==> config.mk <==
export PLATFORM = sky130hd
export DESIGN_NAME = trcc_regs
export DESIGN_NICKNAME = d
export VERILOG_FILES = /design/src/trcc_pkg.sv /design/src/trcc_regs.sv /design/src/trcc_pin_events.sv /design/src/trcc_region_sel.sv
export SDC_FILE = /design/constraint.sdc
export NUM_CORES = 1
export LEC_CHECK = 0
export BUFFER_PORTS_ARGS = -buffer_cell sky130_fd_sc_hd__buf_2
export CAP_MARGIN = 20
export CELL_PAD_IN_SITES_DETAIL_PLACEMENT = 1
export CELL_PAD_IN_SITES_GLOBAL_PLACEMENT = 2
export CORE_UTILIZATION = 40
export CTS_BUF_LIST = sky130_fd_sc_hd__clkbuf_8
export CTS_CLUSTER_SIZE = 20
export DETAILED_ROUTE_END_ITERATION = 10
export PLACE_DENSITY = 0.9
export SLEW_MARGIN = 10
export SYNTH_ARGS = -nofsm -noshare
export SYNTH_HDL_FRONTEND = slang
export SYNTH_SLANG_ARGS = --single-unit
==> constraint.sdc <==
create_clock -name ref_clk -period 4.25 [get_ports ref_clk]
set_clock_uncertainty 0.15 [all_clocks]
set_input_delay 1.0625 -clock ref_clk [delete_from_list [all_inputs] [get_ports ref_clk]]
set_output_delay 1.0625 -clock ref_clk [all_outputs]
set_load 0.005 [all_outputs]
==> src/trcc_pkg.sv <==
package trcc_pkg;

    // Device address on the two-wire port; the value is arbitrary.
    localparam logic [6:0] DEV_ADDR_DFLT = 7'h2a;

    // Command codes of the registers held here.
    localparam logic [7:0] CMD_THR_FOUR = 8'h22;
    localparam logic [7:0] CMD_THR_FIVE = 8'h23;
    localparam logic [7:0] CMD_THR_SIX = 8'h24;
    localparam logic [7:0] CMD_VOLT_WARM = 8'h25;
    localparam logic [7:0] CMD_VOLT_MID = 8'h26;
    localparam logic [7:0] CMD_CURR_WARM = 8'h27;
    localparam logic [7:0] CMD_CURR_MID = 8'h28;

    // Reset values of the registers.
    localparam logic [15:0] THR_FOUR_RST = 16'h1bc8;
    localparam logic [15:0] THR_FIVE_RST = 16'h18b5;
    localparam logic [15:0] THR_SIX_RST = 16'h136a;
    localparam logic [9:0] VOLT_WARM_RST = 10'h277;
    localparam logic [14:0] VOLT_MID_RST = 15'h5fff;
    localparam logic [9:0] CURR_WARM_RST = 10'h1ef;
    localparam logic [14:0] CURR_MID_RST = 15'h7fef;

    // Field layout: every code is five bits wide.
    localparam int CODE_W = 5;
    localparam int PAIR_W = 10;
    localparam int TRIO_W = 15;
    localparam int FLD_LO = 0;
    localparam int FLD_MID = 5;
    localparam int FLD_HI = 10;

    // Region numbering, coldest is one, warmest is seven.
    localparam int NUM_THR = 6;
    localparam logic [2:0] REGION_WARMEST = 3'h7;

    // Serial engine states, one-hot.
    typedef enum logic [8:0] {
        S_IDLE = 9'h001,
        S_ADDR = 9'h002,
        S_AACK = 9'h004,
        S_CMD = 9'h008,
        S_CACK = 9'h010,
        S_WR = 9'h020,
        S_WACK = 9'h040,
        S_RD = 9'h080,
        S_RACK = 9'h100
    } trcc_state_e;

endpackage

==> src/trcc_regs.sv <==
// How it works
// RULE1: threshold four at 0x22, reset 7112
// RULE2: threshold five at 0x23, reset 6325
// RULE3: threshold six at 0x24, reset 4970
// RULE4: readings fall with heat; colder thresholds larger
// RULE5: 0x25 bits 9:5 region six voltage, 19
// RULE6: 0x25 bits 4:0 region five voltage, 23
// RULE7: 0x26 bits 14:10 region four voltage, 23
// RULE8: 0x26 bits 9:5 region three voltage, 31
// RULE9: 0x26 bits 4:0 region two voltage, 31
// RULE10: voltage codes share the base voltage encoding
// RULE11: 0x27 bits 9:5 region six current, 15
// RULE12: 0x27 bits 4:0 region five current, 15
// RULE13: current codes share the base current encoding
// RULE14: 0x28 fifteen-bit current codes, reset 32751
// RULE15: 0x28 fields regions four, three, two
// RULE16: region codes apply only while enable set
// RULE17: pick region from reading, present its codes
// RULE18: bits above each field read zero
`timescale 1ns/1ps
module trcc_regs
    import trcc_pkg::*;
#(
    parameter logic [6:0] DEV_ADDR = DEV_ADDR_DFLT
) (
    input wire logic ref_clk,
    input wire logic arst_n,
    input wire logic scl_in,
    input wire logic sda_in,
    output logic sda_out,
    output logic sda_oe,
    input wire logic temp_qual_en,
    input wire logic [15:0] thermistor_reading,
    input wire logic [15:0] temp_threshold_one,
    input wire logic [15:0] temp_threshold_two,
    input wire logic [15:0] temp_threshold_three,
    input wire logic [4:0] base_volt_code,
    input wire logic [4:0] base_curr_code,
    output logic [2:0] temp_region,
    output logic [4:0] region_volt_code,
    output logic [4:0] region_curr_code
);

    // Line events from the pin sampler.
    logic scl_rise;
    logic scl_fall;
    logic start_det;
    logic stop_det;
    logic sda_val;

    // Serial engine state and its next values.
    trcc_state_e state_r, state_nxt;
    logic [2:0] bit_cnt_r, bit_cnt_nxt; // Bits of the current byte.
    logic got8_r, got8_nxt; // Eighth bit has been clocked.
    logic [7:0] shift_r, shift_nxt; // Incoming byte.
    logic [7:0] tx_r, tx_nxt; // Outgoing byte, msb first.
    logic rw_r, rw_nxt; // Read requested in the address byte.
    logic [7:0] cmd_r, cmd_nxt; // Command code of the transfer.
    logic idx_r, idx_nxt; // High byte of the word in progress.
    logic [7:0] low_r, low_nxt; // Low byte of a write word.
    logic [15:0] hold_r, hold_nxt; // Read word captured at its start.
    logic host_ack_r, host_ack_nxt; // Host acked the last read byte.
    logic oe_r, oe_nxt; // Pull the data line low.
    logic wr_pulse; // A whole write word has arrived.

    // Register contents.
    logic [15:0] thr_four_r;
    logic [15:0] thr_five_r;
    logic [15:0] thr_six_r;
    logic [9:0] volt_warm_r;
    logic [14:0] volt_mid_r;
    logic [9:0] curr_warm_r;
    logic [14:0] curr_mid_r;

    // Write decode and read selection.
    logic [15:0] wr_data;
    logic wr_thr_four;
    logic wr_thr_five;
    logic wr_thr_six;
    logic wr_volt_warm;
    logic wr_volt_mid;
    logic wr_curr_warm;
    logic wr_curr_mid;
    logic [15:0] rd_word;
    logic addr_hit;

    trcc_pin_events u_pins (
        .ref_clk(ref_clk),
        .arst_n(arst_n),
        .scl_in(scl_in),
        .sda_in(sda_in),
        .scl_rise(scl_rise),
        .scl_fall(scl_fall),
        .start_det(start_det),
        .stop_det(stop_det),
        .sda_val(sda_val)
    );

    // Words travel low byte first, as on a word-wide serial write.
    assign wr_data = {shift_r, low_r};
    assign addr_hit = shift_r[7:1] == DEV_ADDR;
    assign wr_thr_four = wr_pulse && cmd_r == CMD_THR_FOUR;
    assign wr_thr_five = wr_pulse && cmd_r == CMD_THR_FIVE;
    assign wr_thr_six = wr_pulse && cmd_r == CMD_THR_SIX;
    assign wr_volt_warm = wr_pulse && cmd_r == CMD_VOLT_WARM;
    assign wr_volt_mid = wr_pulse && cmd_r == CMD_VOLT_MID;
    assign wr_curr_warm = wr_pulse && cmd_r == CMD_CURR_WARM;
    assign wr_curr_mid = wr_pulse && cmd_r == CMD_CURR_MID;

    // Narrow registers are zero-extended; other commands read as zero.
    assign rd_word =
        (cmd_r == CMD_THR_FOUR) ? thr_four_r :
        (cmd_r == CMD_THR_FIVE) ? thr_five_r :
        (cmd_r == CMD_THR_SIX) ? thr_six_r :
        (cmd_r == CMD_VOLT_WARM) ? {6'h00, volt_warm_r} : // [RULE18]
        (cmd_r == CMD_VOLT_MID) ? {1'b0, volt_mid_r} :
        (cmd_r == CMD_CURR_WARM) ? {6'h00, curr_warm_r} :
        (cmd_r == CMD_CURR_MID) ? {1'b0, curr_mid_r} : 16'h0000;

    // The line is open drain: we only ever pull it low.
    assign sda_out = 1'b0;
    assign sda_oe = oe_r;

    // Serial engine. Data is taken on a clock rise and changed on a
    // clock fall, so our drive never moves while the clock is high.
    always_comb begin
        state_nxt = state_r;
        bit_cnt_nxt = bit_cnt_r;
        got8_nxt = got8_r;
        shift_nxt = shift_r;
        tx_nxt = tx_r;
        rw_nxt = rw_r;
        cmd_nxt = cmd_r;
        idx_nxt = idx_r;
        low_nxt = low_r;
        hold_nxt = hold_r;
        host_ack_nxt = host_ack_r;
        oe_nxt = oe_r;
        wr_pulse = 1'b0;
        if (stop_det) begin
            // A stop abandons any half word; nothing is written.
            state_nxt = S_IDLE;
            oe_nxt = 1'b0;
        end else if (start_det) begin
            // Start or repeated start; the command code is kept.
            state_nxt = S_ADDR;
            bit_cnt_nxt = 3'h0;
            got8_nxt = 1'b0;
            oe_nxt = 1'b0;
        end else begin
            unique case (state_r)
                S_IDLE: begin
                    oe_nxt = 1'b0;
                end
                S_ADDR, S_CMD, S_WR: begin
                    if (scl_rise && !got8_r) begin
                        shift_nxt = {shift_r[6:0], sda_val};
                        bit_cnt_nxt = bit_cnt_r + 3'h1;
                        got8_nxt = bit_cnt_r == 3'h7;
                    end else if (scl_fall && got8_r) begin
                        got8_nxt = 1'b0;
                        bit_cnt_nxt = 3'h0;
                        oe_nxt = 1'b1;
                        if (state_r == S_ADDR) begin
                            // A foreign address gets no ack.
                            rw_nxt = shift_r[0];
                            oe_nxt = addr_hit;
                            state_nxt = addr_hit ? S_AACK : S_IDLE;
                        end else if (state_r == S_CMD) begin
                            cmd_nxt = shift_r;
                            idx_nxt = 1'b0;
                            state_nxt = S_CACK;
                        end else begin
                            low_nxt = idx_r ? low_r : shift_r;
                            wr_pulse = idx_r;
                            state_nxt = S_WACK;
                        end
                    end
                end
                S_AACK: begin
                    if (scl_fall) begin
                        if (rw_r) begin
                            // Capture the word so both bytes agree.
                            hold_nxt = rd_word;
                            tx_nxt = rd_word[7:0];
                            oe_nxt = ~rd_word[7];
                            idx_nxt = 1'b0;
                            state_nxt = S_RD;
                        end else begin
                            oe_nxt = 1'b0;
                            state_nxt = S_CMD;
                        end
                    end
                end
                S_CACK: begin
                    if (scl_fall) begin
                        oe_nxt = 1'b0;
                        state_nxt = S_WR;
                    end
                end
                S_WACK: begin
                    // Bytes past the word are not acked.
                    if (scl_fall) begin
                        oe_nxt = 1'b0;
                        idx_nxt = 1'b1;
                        state_nxt = idx_r ? S_IDLE : S_WR;
                    end
                end
                S_RD: begin
                    if (scl_rise) begin
                        bit_cnt_nxt = bit_cnt_r + 3'h1;
                        got8_nxt = bit_cnt_r == 3'h7;
                    end else if (scl_fall) begin
                        if (got8_r) begin
                            got8_nxt = 1'b0;
                            bit_cnt_nxt = 3'h0;
                            oe_nxt = 1'b0;
                            state_nxt = S_RACK;
                        end else begin
                            tx_nxt = {tx_r[6:0], 1'b0};
                            oe_nxt = ~tx_r[6];
                        end
                    end
                end
                S_RACK: begin
                    if (scl_rise) begin
                        host_ack_nxt = ~sda_val;
                    end else if (scl_fall) begin
                        if (host_ack_r && !idx_r) begin
                            idx_nxt = 1'b1;
                            tx_nxt = hold_r[15:8];
                            oe_nxt = ~hold_r[15];
                            state_nxt = S_RD;
                        end else begin
                            state_nxt = S_IDLE;
                        end
                    end
                end
                default: begin
                    state_nxt = S_IDLE;
                    oe_nxt = 1'b0;
                end
            endcase
        end
    end

    // Engine flip-flops.
    always_ff @(posedge ref_clk or negedge arst_n) begin
        if (!arst_n) begin
            state_r <= S_IDLE;
            bit_cnt_r <= 3'h0;
            got8_r <= 1'b0;
            shift_r <= 8'h00;
            tx_r <= 8'h00;
            rw_r <= 1'b0;
            cmd_r <= 8'h00;
            idx_r <= 1'b0;
            low_r <= 8'h00;
            hold_r <= 16'h0000;
            host_ack_r <= 1'b0;
            oe_r <= 1'b0;
        end else begin
            state_r <= state_nxt;
            bit_cnt_r <= bit_cnt_nxt;
            got8_r <= got8_nxt;
            shift_r <= shift_nxt;
            tx_r <= tx_nxt;
            rw_r <= rw_nxt;
            cmd_r <= cmd_nxt;
            idx_r <= idx_nxt;
            low_r <= low_nxt;
            hold_r <= hold_nxt;
            host_ack_r <= host_ack_nxt;
            oe_r <= oe_nxt;
        end
    end

    // Register bank; bits above each field are never stored.
    always_ff @(posedge ref_clk or negedge arst_n) begin
        if (!arst_n) begin
            thr_four_r <= THR_FOUR_RST; // [RULE1]
            thr_five_r <= THR_FIVE_RST; // [RULE2]
            thr_six_r <= THR_SIX_RST; // [RULE3]
            volt_warm_r <= VOLT_WARM_RST; // [RULE5] [RULE6]
            volt_mid_r <= VOLT_MID_RST; // [RULE7] [RULE8] [RULE9]
            curr_warm_r <= CURR_WARM_RST; // [RULE11] [RULE12]
            curr_mid_r <= CURR_MID_RST; // [RULE14] [RULE15]
        end else begin
            if (wr_thr_four) thr_four_r <= wr_data; // [RULE1]
            if (wr_thr_five) thr_five_r <= wr_data; // [RULE2]
            if (wr_thr_six) thr_six_r <= wr_data; // [RULE3]
            if (wr_volt_warm) volt_warm_r <= wr_data[PAIR_W-1:0]; // [RULE18]
            if (wr_volt_mid) volt_mid_r <= wr_data[TRIO_W-1:0]; // [RULE7] [RULE8] [RULE9]
            if (wr_curr_warm) curr_warm_r <= wr_data[PAIR_W-1:0];
            if (wr_curr_mid) curr_mid_r <= wr_data[TRIO_W-1:0];
        end
    end

    trcc_region_sel u_region (
        .ref_clk(ref_clk),
        .arst_n(arst_n),
        .temp_qual_en(temp_qual_en),
        .thermistor_reading(thermistor_reading),
        .temp_threshold_one(temp_threshold_one),
        .temp_threshold_two(temp_threshold_two),
        .temp_threshold_three(temp_threshold_three),
        .temp_threshold_four(thr_four_r),
        .temp_threshold_five(thr_five_r),
        .temp_threshold_six(thr_six_r),
        .volt_warm(volt_warm_r),
        .volt_mid(volt_mid_r),
        .curr_warm(curr_warm_r),
        .curr_mid(curr_mid_r),
        .base_volt_code(base_volt_code),
        .base_curr_code(base_curr_code),
        .temp_region(temp_region),
        .region_volt_code(region_volt_code),
        .region_curr_code(region_curr_code)
    );
endmodule // trcc_regs

==> src/trcc_pin_events.sv <==
`timescale 1ns/1ps
module trcc_pin_events
    import trcc_pkg::*;
(
    input wire logic ref_clk,
    input wire logic arst_n,
    input wire logic scl_in,
    input wire logic sda_in,
    output logic scl_rise,
    output logic scl_fall,
    output logic start_det,
    output logic stop_det,
    output logic sda_val
);

    logic scl_q_r; // Current clock line sample.
    logic scl_d_r; // Previous clock line sample.
    logic sda_q_r; // Current data line sample.
    logic sda_d_r; // Previous data line sample.

    // Two samples of each line let us see edges; idle lines are high.
    always_ff @(posedge ref_clk or negedge arst_n) begin
        if (!arst_n) begin
            scl_q_r <= 1'b1;
            scl_d_r <= 1'b1;
            sda_q_r <= 1'b1;
            sda_d_r <= 1'b1;
        end else begin
            scl_q_r <= scl_in;
            scl_d_r <= scl_q_r;
            sda_q_r <= sda_in;
            sda_d_r <= sda_q_r;
        end
    end

    // A data edge while the clock stays high marks start or stop.
    assign scl_rise = scl_q_r & ~scl_d_r;
    assign scl_fall = ~scl_q_r & scl_d_r;
    assign start_det = scl_q_r & scl_d_r & sda_d_r & ~sda_q_r;
    assign stop_det = scl_q_r & scl_d_r & ~sda_d_r & sda_q_r;
    assign sda_val = sda_q_r;

endmodule // trcc_pin_events

==> src/trcc_region_sel.sv <==
`timescale 1ns/1ps
module trcc_region_sel
    import trcc_pkg::*;
(
    input wire logic ref_clk,
    input wire logic arst_n,
    input wire logic temp_qual_en,
    input wire logic [15:0] thermistor_reading,
    input wire logic [15:0] temp_threshold_one,
    input wire logic [15:0] temp_threshold_two,
    input wire logic [15:0] temp_threshold_three,
    input wire logic [15:0] temp_threshold_four,
    input wire logic [15:0] temp_threshold_five,
    input wire logic [15:0] temp_threshold_six,
    input wire logic [9:0] volt_warm,
    input wire logic [14:0] volt_mid,
    input wire logic [9:0] curr_warm,
    input wire logic [14:0] curr_mid,
    input wire logic [4:0] base_volt_code,
    input wire logic [4:0] base_curr_code,
    output logic [2:0] temp_region,
    output logic [4:0] region_volt_code,
    output logic [4:0] region_curr_code
);

    logic [15:0] thr [NUM_THR]; // Thresholds, coldest first.
    logic [NUM_THR-1:0] above; // Reading lies above each threshold.
    logic [2:0] region_nxt; // Region found this cycle.
    logic [4:0] volt_nxt; // Voltage code to present.
    logic [4:0] curr_nxt; // Current code to present.

    assign thr[0] = temp_threshold_one;
    assign thr[1] = temp_threshold_two;
    assign thr[2] = temp_threshold_three;
    assign thr[3] = temp_threshold_four;
    assign thr[4] = temp_threshold_five;
    assign thr[5] = temp_threshold_six;

    // The reading falls as it warms, so a colder boundary has a larger code.
    genvar gi;
    generate
        for (gi = 0; gi < NUM_THR; gi++) begin : g_cmp
            assign above[gi] = $signed(thermistor_reading) > $signed(thr[gi]); // [RULE4]
        end
    endgenerate

    // Coldest boundary that the reading is above wins, which keeps the
    // result defined even when software writes misordered thresholds.
    always_comb begin
        region_nxt = REGION_WARMEST;
        for (int i = NUM_THR - 1; i >= 0; i--) begin
            if (above[i]) begin
                region_nxt = 3'(i + 1); // [RULE17]
            end
        end
    end

    // Codes pass unchanged; the charger applies the shared encodings.
    always_comb begin
        volt_nxt = base_volt_code;
        curr_nxt = base_curr_code;
        if (temp_qual_en) begin // [RULE16]
            unique case (region_nxt)
                3'h2: begin
                    volt_nxt = volt_mid[FLD_LO +: CODE_W]; // [RULE9] [RULE10]
                    curr_nxt = curr_mid[FLD_LO +: CODE_W]; // [RULE15] [RULE13]
                end
                3'h3: begin
                    volt_nxt = volt_mid[FLD_MID +: CODE_W]; // [RULE8]
                    curr_nxt = curr_mid[FLD_MID +: CODE_W]; // [RULE15]
                end
                3'h4: begin
                    volt_nxt = volt_mid[FLD_HI +: CODE_W]; // [RULE7]
                    curr_nxt = curr_mid[FLD_HI +: CODE_W]; // [RULE15]
                end
                3'h5: begin
                    volt_nxt = volt_warm[FLD_LO +: CODE_W]; // [RULE6]
                    curr_nxt = curr_warm[FLD_LO +: CODE_W]; // [RULE12]
                end
                3'h6: begin
                    volt_nxt = volt_warm[FLD_MID +: CODE_W]; // [RULE5]
                    curr_nxt = curr_warm[FLD_MID +: CODE_W]; // [RULE11]
                end
                // Regions one and seven pause charging; base codes stand.
                default: begin
                    volt_nxt = base_volt_code;
                    curr_nxt = base_curr_code;
                end
            endcase
        end
    end

    // Registered so the charger sees steady codes.
    always_ff @(posedge ref_clk or negedge arst_n) begin
        if (!arst_n) begin
            temp_region <= REGION_WARMEST;
            region_volt_code <= '0;
            region_curr_code <= '0;
        end else begin
            temp_region <= region_nxt;
            region_volt_code <= volt_nxt;
            region_curr_code <= curr_nxt;
        end
    end
endmodule // trcc_region_sel

After elaboration in Yosys (flattened, before gate mapping)
Cells that the tools add are included.
{ "op_classes": {"n_div": 0, "eq_ne": 51, "n_lt_le_gt_ge": 6, "mul": 0, "reduce_logical": 29, "muxes": 89, "n_bitwise": 20, "addsub": 1, "shifts": 0} }
{ "ops": {"columns": ["op", "count"], "rows": [
  ["9-bit two-way mux", 12],
  ["16-bit > comparator", 6],
  ["7-bit two-way mux", 10],
  ["9-bit case mux with 7 select lines", 1],
  ["15-bit two-way mux", 4],
  ["8-bit by 6-bit equality test with 1-bit output, second input constant", 7],
  ["4-bit != test, second input constant", 14],
  ["5-bit case mux with 5 select lines", 2],
  ["16-bit two-way mux", 3],
  ["3-bit two-way mux", 12],
  ["1-bit two-way mux", 35],
  ["2-bit != test, second input constant", 12],
  ["11-bit AND reduction", 2],
  ["7-bit case mux with 3 select lines", 1],
  ["8-bit two-way mux", 2],
  ["1-bit inverter", 13],
  ["3-bit equality test, second input constant", 4],
  ["12-bit AND reduction", 1],
  ["4-bit AND reduction", 3],
  ["1-bit logical AND", 10],
  ["5-bit two-way mux", 2],
  ["5-bit AND reduction", 2],
  ["9-bit by 1-bit equality test with 1-bit output, second input constant", 1],
  ["9-bit by 2-bit equality test with 1-bit output, second input constant", 1],
  ["other kinds (27)", 36]
]} }
{ "totals": {"latch_bits": 0, "in_bits": 79, "mem_count": 0, "out_inout_bits": 15, "word_cells": 222, "mem_bits_ro": 0, "regBits": 179, "ramBits": 0} }

Logic depth before layout (Yosys ltp)
{ "logic_depth": {"ltp_word": 14, "mapped_depth": 11, "depth_no_buf": 10} }

Cells and area by module
Synthesis repeated with hierarchy kept, for this count alone.
{ "hier_totals": {"cells_unflattened": 1090, "hier_area_um2": 11263.3} }
{ "by_module_without_submodules": {"columns": ["module", "seq_area_each_um2", "cells_per_inst", "area_per_inst_um2", "n_inst"], "rows": [
  ["trcc_regs", 3935.0, 665, 7926.4, 1],
  ["trcc_region_sel", 329.1, 417, 3199.3, 1],
  ["trcc_pin_events", 105.1, 8, 137.6, 1]
]} }

Least setup slack after synthesis
OpenSTA, ideal clock, no wires.
{ "synth_timing": {"path_kind": "input -> register", "from": "input temp_threshold_three[5]", "to": "register u_region.region_volt_code[0]", "n_path_buf": 1, "cell_stages": 11, "t_arrival_ns": 3.413, "required_time_ns": 3.950, "slack_ns": 0.538, "setup_time_ns": 0.150, "path_cell_list": "inv_1 > ha_1 > a211o_1 > a221oi_1 > o211ai_1 > o311a_1 > or4b_1 > clkbuf_1 > and4_1 > o21ai_1 > a41oi_1"} }
{ "synth_between": {"elab_chain_len": 7, "word_cells_on_any_way": 11, "cone_classes": "order compare (1); eq/ne (5); mux (5)"} }
{ "synth_lines": {"columns": ["item", "line", "source"], "rows": [
  ["start, declared", "trcc_regs.sv:36", "input wire logic [15:0] temp_threshold_three,"],
  ["16-bit > comparator (*)", "trcc_region_sel.sv:43", "assign above[gi] = $signed(thermistor_reading) > $signed(thr[gi]);"],
  ["3-bit two-way mux (*) (3 in a row)", "trcc_region_sel.sv:52", "if (above[i]) begin"],
  ["3-bit equality test or 3-bit by 2-bit equality test with 1-bit output (tied branches)", "trcc_region_sel.sv:63", "unique case (region_nxt)"],
  ["5-bit case mux with 5 select lines (*)", "trcc_region_sel.sv:63", null],
  ["5-bit two-way mux (*)", "trcc_region_sel.sv:62", "if (temp_qual_en) begin"],
  ["via u_region.volt_nxt[0]", "trcc_region_sel.sv:29", "logic [4:0] volt_nxt;"],
  ["end signal, assigned", "trcc_region_sel.sv:101", "region_volt_code <= volt_nxt;"],
  ["end, declared", "trcc_region_sel.sv:22", "output logic [4:0] region_volt_code,"]
]} }
The timed path passes the listed nets; every way through them passes the cells marked *.
A chain may end at the register's enable or synchronous reset.

Worst setup path in the final report
{ "layout_timing": {"from": "input thermistor_reading[5]", "to": "register u_region.region_volt_code[3]"} }
{ "layout_between": {"elab_chain_len": 10, "word_cells_on_any_way": 19, "cone_classes": "order compare (6); eq/ne (5); mux (8)"} }
{ "layout_lines": {"columns": ["item", "line", "source"], "rows": [
  ["start, declared", "trcc_regs.sv:33", "input wire logic [15:0] thermistor_reading,"],
  ["16-bit > comparator", "trcc_region_sel.sv:43", null],
  ["1-bit two-way mux", "trcc_region_sel.sv:52", null],
  ["3-bit two-way mux (4 in a row)", "trcc_region_sel.sv:52", null],
  ["3-bit two-way mux (*)", "trcc_region_sel.sv:52", null],
  ["3-bit equality test or 3-bit by 2-bit equality test with 1-bit output (tied branches)", "trcc_region_sel.sv:63", null],
  ["5-bit case mux with 5 select lines (*)", "trcc_region_sel.sv:63", null],
  ["5-bit two-way mux (*)", "trcc_region_sel.sv:62", null],
  ["via u_region.volt_nxt[3]", "trcc_region_sel.sv:29", null]
]} }
Marks and branches as above.

==> flow_metrics.env <==
export IMPL_hold_viol_final=0
export IMPL_numPortBuffers=92
export IMPL_post_route_min_period_ns=3.96
export IMPL_h_tree_depth=4
export IMPL_antenna_found_initial=1
export IMPL_cp_slowest_stage_delay_ns=0.69
export IMPL_finalSetupTns_ns=0
export IMPL_coreArea_um2=26400
export IMPL_multi_input_area_um2=5860
export IMPL_grt_overflow_total=0
export IMPL_ant_nets=0
export IMPL_grt_pass1_vias=9893
export IMPL_clk_latency_ns=0.47
export IMPL_path_clk_slew_ns=0.09
export IMPL_ys_warn_count=0
export IMPL_cts_resized_gates=0
export IMPL_synth_top_area_share_pct=22.8
export IMPL_fin_cells=1601
export IMPL_synth_edf_count=0
export IMPL_drive_gt1_share_pct=27.6
export IMPL_wl_mm=35.5
export IMPL_dpl_hpwl_mm=27.3
export IMPL_num_nets_final=1432
export IMPL_worstPathCellList="buf_2 -> buf_4 -> ha_1 -> a211o_1 -> a221oi_1 -> o211ai_1 -> o311a_1 -> or4b_1 -> and4_1 -> o21ai_1 -> a41oi_1"
export IMPL_drc=0
export IMPL_cts_tree="done"
export IMPL_cp_slowest_cell="or4b_1"
export IMPL_cts_buffers_inserted=17
export IMPL_rsz0062_at_grt="false"
export IMPL_route_vias_total=9390
export IMPL_clock_path_buffers=2
export IMPL_cts_sinks=171
export IMPL_grt_max_degree=80
export IMPL_post_route_period_util_pct=93.2
export IMPL_dr_first_iter_drc_count=682
export IMPL_synth_top_area_cell="dfrtp_1"
export IMPL_synth_most_common_cell="nand2_1"
export IMPL_grtUsageTotal_pct=26.4
export IMPL_gp_congestion=0.913
export IMPL_slew_headroom_pct=30.4
export IMPL_hold_worst_slack_ns=0.246
export IMPL_die_height_um=167
export IMPL_hold_buffers=0
export IMPL_die_x_um=167
export IMPL_synthesis_area_um2=10900
export IMPL_vdd_drop_max_mv=0.199
export IMPL_syn_area_per_cell_um2=9.54
export IMPL_post_cts_buffers=0
export IMPL_setup_worst_path_end_class="flop"
export IMPL_num_rows=59
export IMPL_grt_first_pass_wirelength_mm=56.4
export IMPL_seqCellArea_um2=4370
export IMPL_status="finished, final reports clean"
export IMPL_maxCapViolCount=0
export IMPL_fillers=3029
export IMPL_worst_pin_slew_ns=1.04
export IMPL_cp_required_ns=4.44
export IMPL_synthTopCellsByCount="nand2_1 (137), inv_1 (111), ha_1 (101)"
export IMPL_synth_ff_type="dfrtp_1"
export IMPL_ys_seq_elements=171
export IMPL_synthCells=1137
export IMPL_cp_max_fo=7
export IMPL_start_util_pct=41.2
export IMPL_ys_seq_area_share_pct=40.3
export IMPL_ioPinCount=94
export IMPL_synth_distinct_cells=85
export IMPL_drt_first_pass_iters=5
export IMPL_dp_cells=1568
export IMPL_async_reset_ff_share_pct=100
export IMPL_worstPathArrival_ns=4.15
export IMPL_syn2layout_area_growth_pct=13.6
export IMPL_setup_viol=0
export IMPL_crit_path_start_kind="primary input"
export IMPL_wl_per_cell_um=22.1
export IMPL_hold_path_class="reg -> reg"
export IMPL_die_area_um2=27800
export IMPL_synth_fp_nets=1317
export IMPL_final_max_slew_violation_count=0
export IMPL_total_leakage_power_nw=5.41
export IMPL_max_freq_mhz=253
export IMPL_synth_area_leaders="dfrtp_1 (23%), dfstp_2 (17%), ha_1 (12%)"
export IMPL_powerDensity_nw_per_um2=272
export IMPL_viasPerCell=5.87
export IMPL_critical_path_class="in -> reg"
export IMPL_root_buffer="clkbuf_8"
==> logic make-up (layout without fill, tap and decap cells) <==
| logic type | Yosys count | count (layout) | synth area share, % |
|---|---|---|---|
| adders and majority gates | 101 | 101 | 11.6 |
| AOI/OAI and AO/OA | 282 | 282 | 17.0 |
| and+or+nand+nor | 327 | 327 | 15.8 |
| other | 1 | 2 | 0.0346 |
| DFF | 171 | 171 | 40.3 |
| xor gates and xnor gates | 3 | 3 | 0.242 |
| buffers and inverters | 162 | 290 | 5.87 |
| muxes | 90 | 90 | 9.20 |
==> metrics by stage <==
| step | power (mW) | cell area, um2 | setup WS, ns | utilization (%) |
|---|---|---|---|---|
| 2_1_floorplan | 2.01 | 10900 | 0.538 | - |
| 3_3_place_gp | 2.26 | 12000 | -0.154 | 45.4 |
| 3_5_place_dp | 2.29 | 12000 | -0.131 | 45.4 |
| 4_1_cts | 3.38 | 12300 | 0.334 | 46.8 |
| 5_1_grt | 3.50 | 12300 | 0.198 | 46.8 |
| 6_report | 3.35 | 12300 | 0.290 | 46.8 |
==> final timing paths <==
path | depth (start not counted) | start | to | slack [ns]
max in group asynchronous | 2 | arst_n | u_region.temp_region[0]$_DFF_PN1_ | 2.62
worst min-delay path | 0 | u_pins.scl_q_r$_DFF_PN1_ | u_pins.scl_d_r$_DFF_PN1_ | 0.25
min in group asynchronous | 1 | arst_n | thr_four_r[5]$_DFFE_PN0P_ | 0.42
worst min register to register | 0 | u_pins.scl_q_r$_DFF_PN1_ | u_pins.scl_d_r$_DFF_PN1_ | 0.25
worst max register to register | 7 | u_pins.sda_val$_DFF_PN1_ | volt_warm_r[8]$_DFFE_PN0P_ | 0.62
worst max-delay path | 11 | thermistor_reading[5] | u_region.region_volt_code[3]$_DFF_PN0_ | 0.29
==> cell type report <==
type | instances | share of cell area (%)
inverter | 111 | 3.38
antenna | 1 | 0.0203
timing repair buffer | 147 | 7.34
clock buffer | 18 | 2.01
multi-input combinational | 804 | 47.5
clock inverter | 14 | 0.893
sequential | 171 | 35.4
tap | 335 | 3.40
==> critical path: cells and delay by family <==
kind / cells / cell delay, ns
compound gates: 6 / 1.53
fa+ha+maj: 1 / 0.31
buf+inv: 2 / 0.26
simple gates: 2 / 0.97
==> layer usage <==
metal  wire length [um]  GRT usage, %
met3               1380          3.45
met5                 13             0
met4                734          7.97
met2              17500          44.7
met1              15900          35.2
==> sequential cells by signal (all words and copies together), names as in the netlist, 3 cells and up <==
| signal | count |
|---|---|
| thr_five_r | 16 |
| volt_warm_r | 10 |
| thr_four_r | 16 |
| hold_r | 8 |
| u_region.region_curr_code | 5 |
| u_region.temp_region | 3 |
| tx_r | 7 |
| low_r | 8 |
| thr_six_r | 16 |
| curr_warm_r | 10 |
| volt_mid_r | 15 |
| u_region.region_volt_code | 5 |
| state_r | 9 |
| curr_mid_r | 15 |
| cmd_r | 8 |
| shift_r | 8 |
| bit_cnt_r | 3 |
==> power by group <==
part	total, mW	internal [mW]	switching (mW)	leakage, nW
sequential	1.72	1.67	0.0493	2.10
clock	1.09	0.470	0.624	0.182
combinational	0.541	0.222	0.318	3.13
total	3.35	2.36	0.992	5.41
==> placed cells by master, fill, tap and decap left out, drive strengths merged, types with 4 or more instances in the layout <==
master    instances
a21oi            56
o31ai             7
o221ai            4
o22ai             4
dfstp            72
o21ai            93
nor2b             9
a31oi             7
a41oi            10
o211ai            8
nand4            31
or3               9
clkbuf           18
a21o              8
nor4             12
o21a              6
a221o             4
inv             116
nand3            20
dfrtp            99
a211oi            5
and4              9
o22a              4
mux2             78
clkinvlp          5
and3              5
nand2b            4
a222oi            6
buf             147
nor2             47
nor3             21
or4               4
a22oi            19
nand2           137
or2               4
a221oi           11
ha              101
mux2i            12
Note: power is estimated with default switching activity, not from simulation.
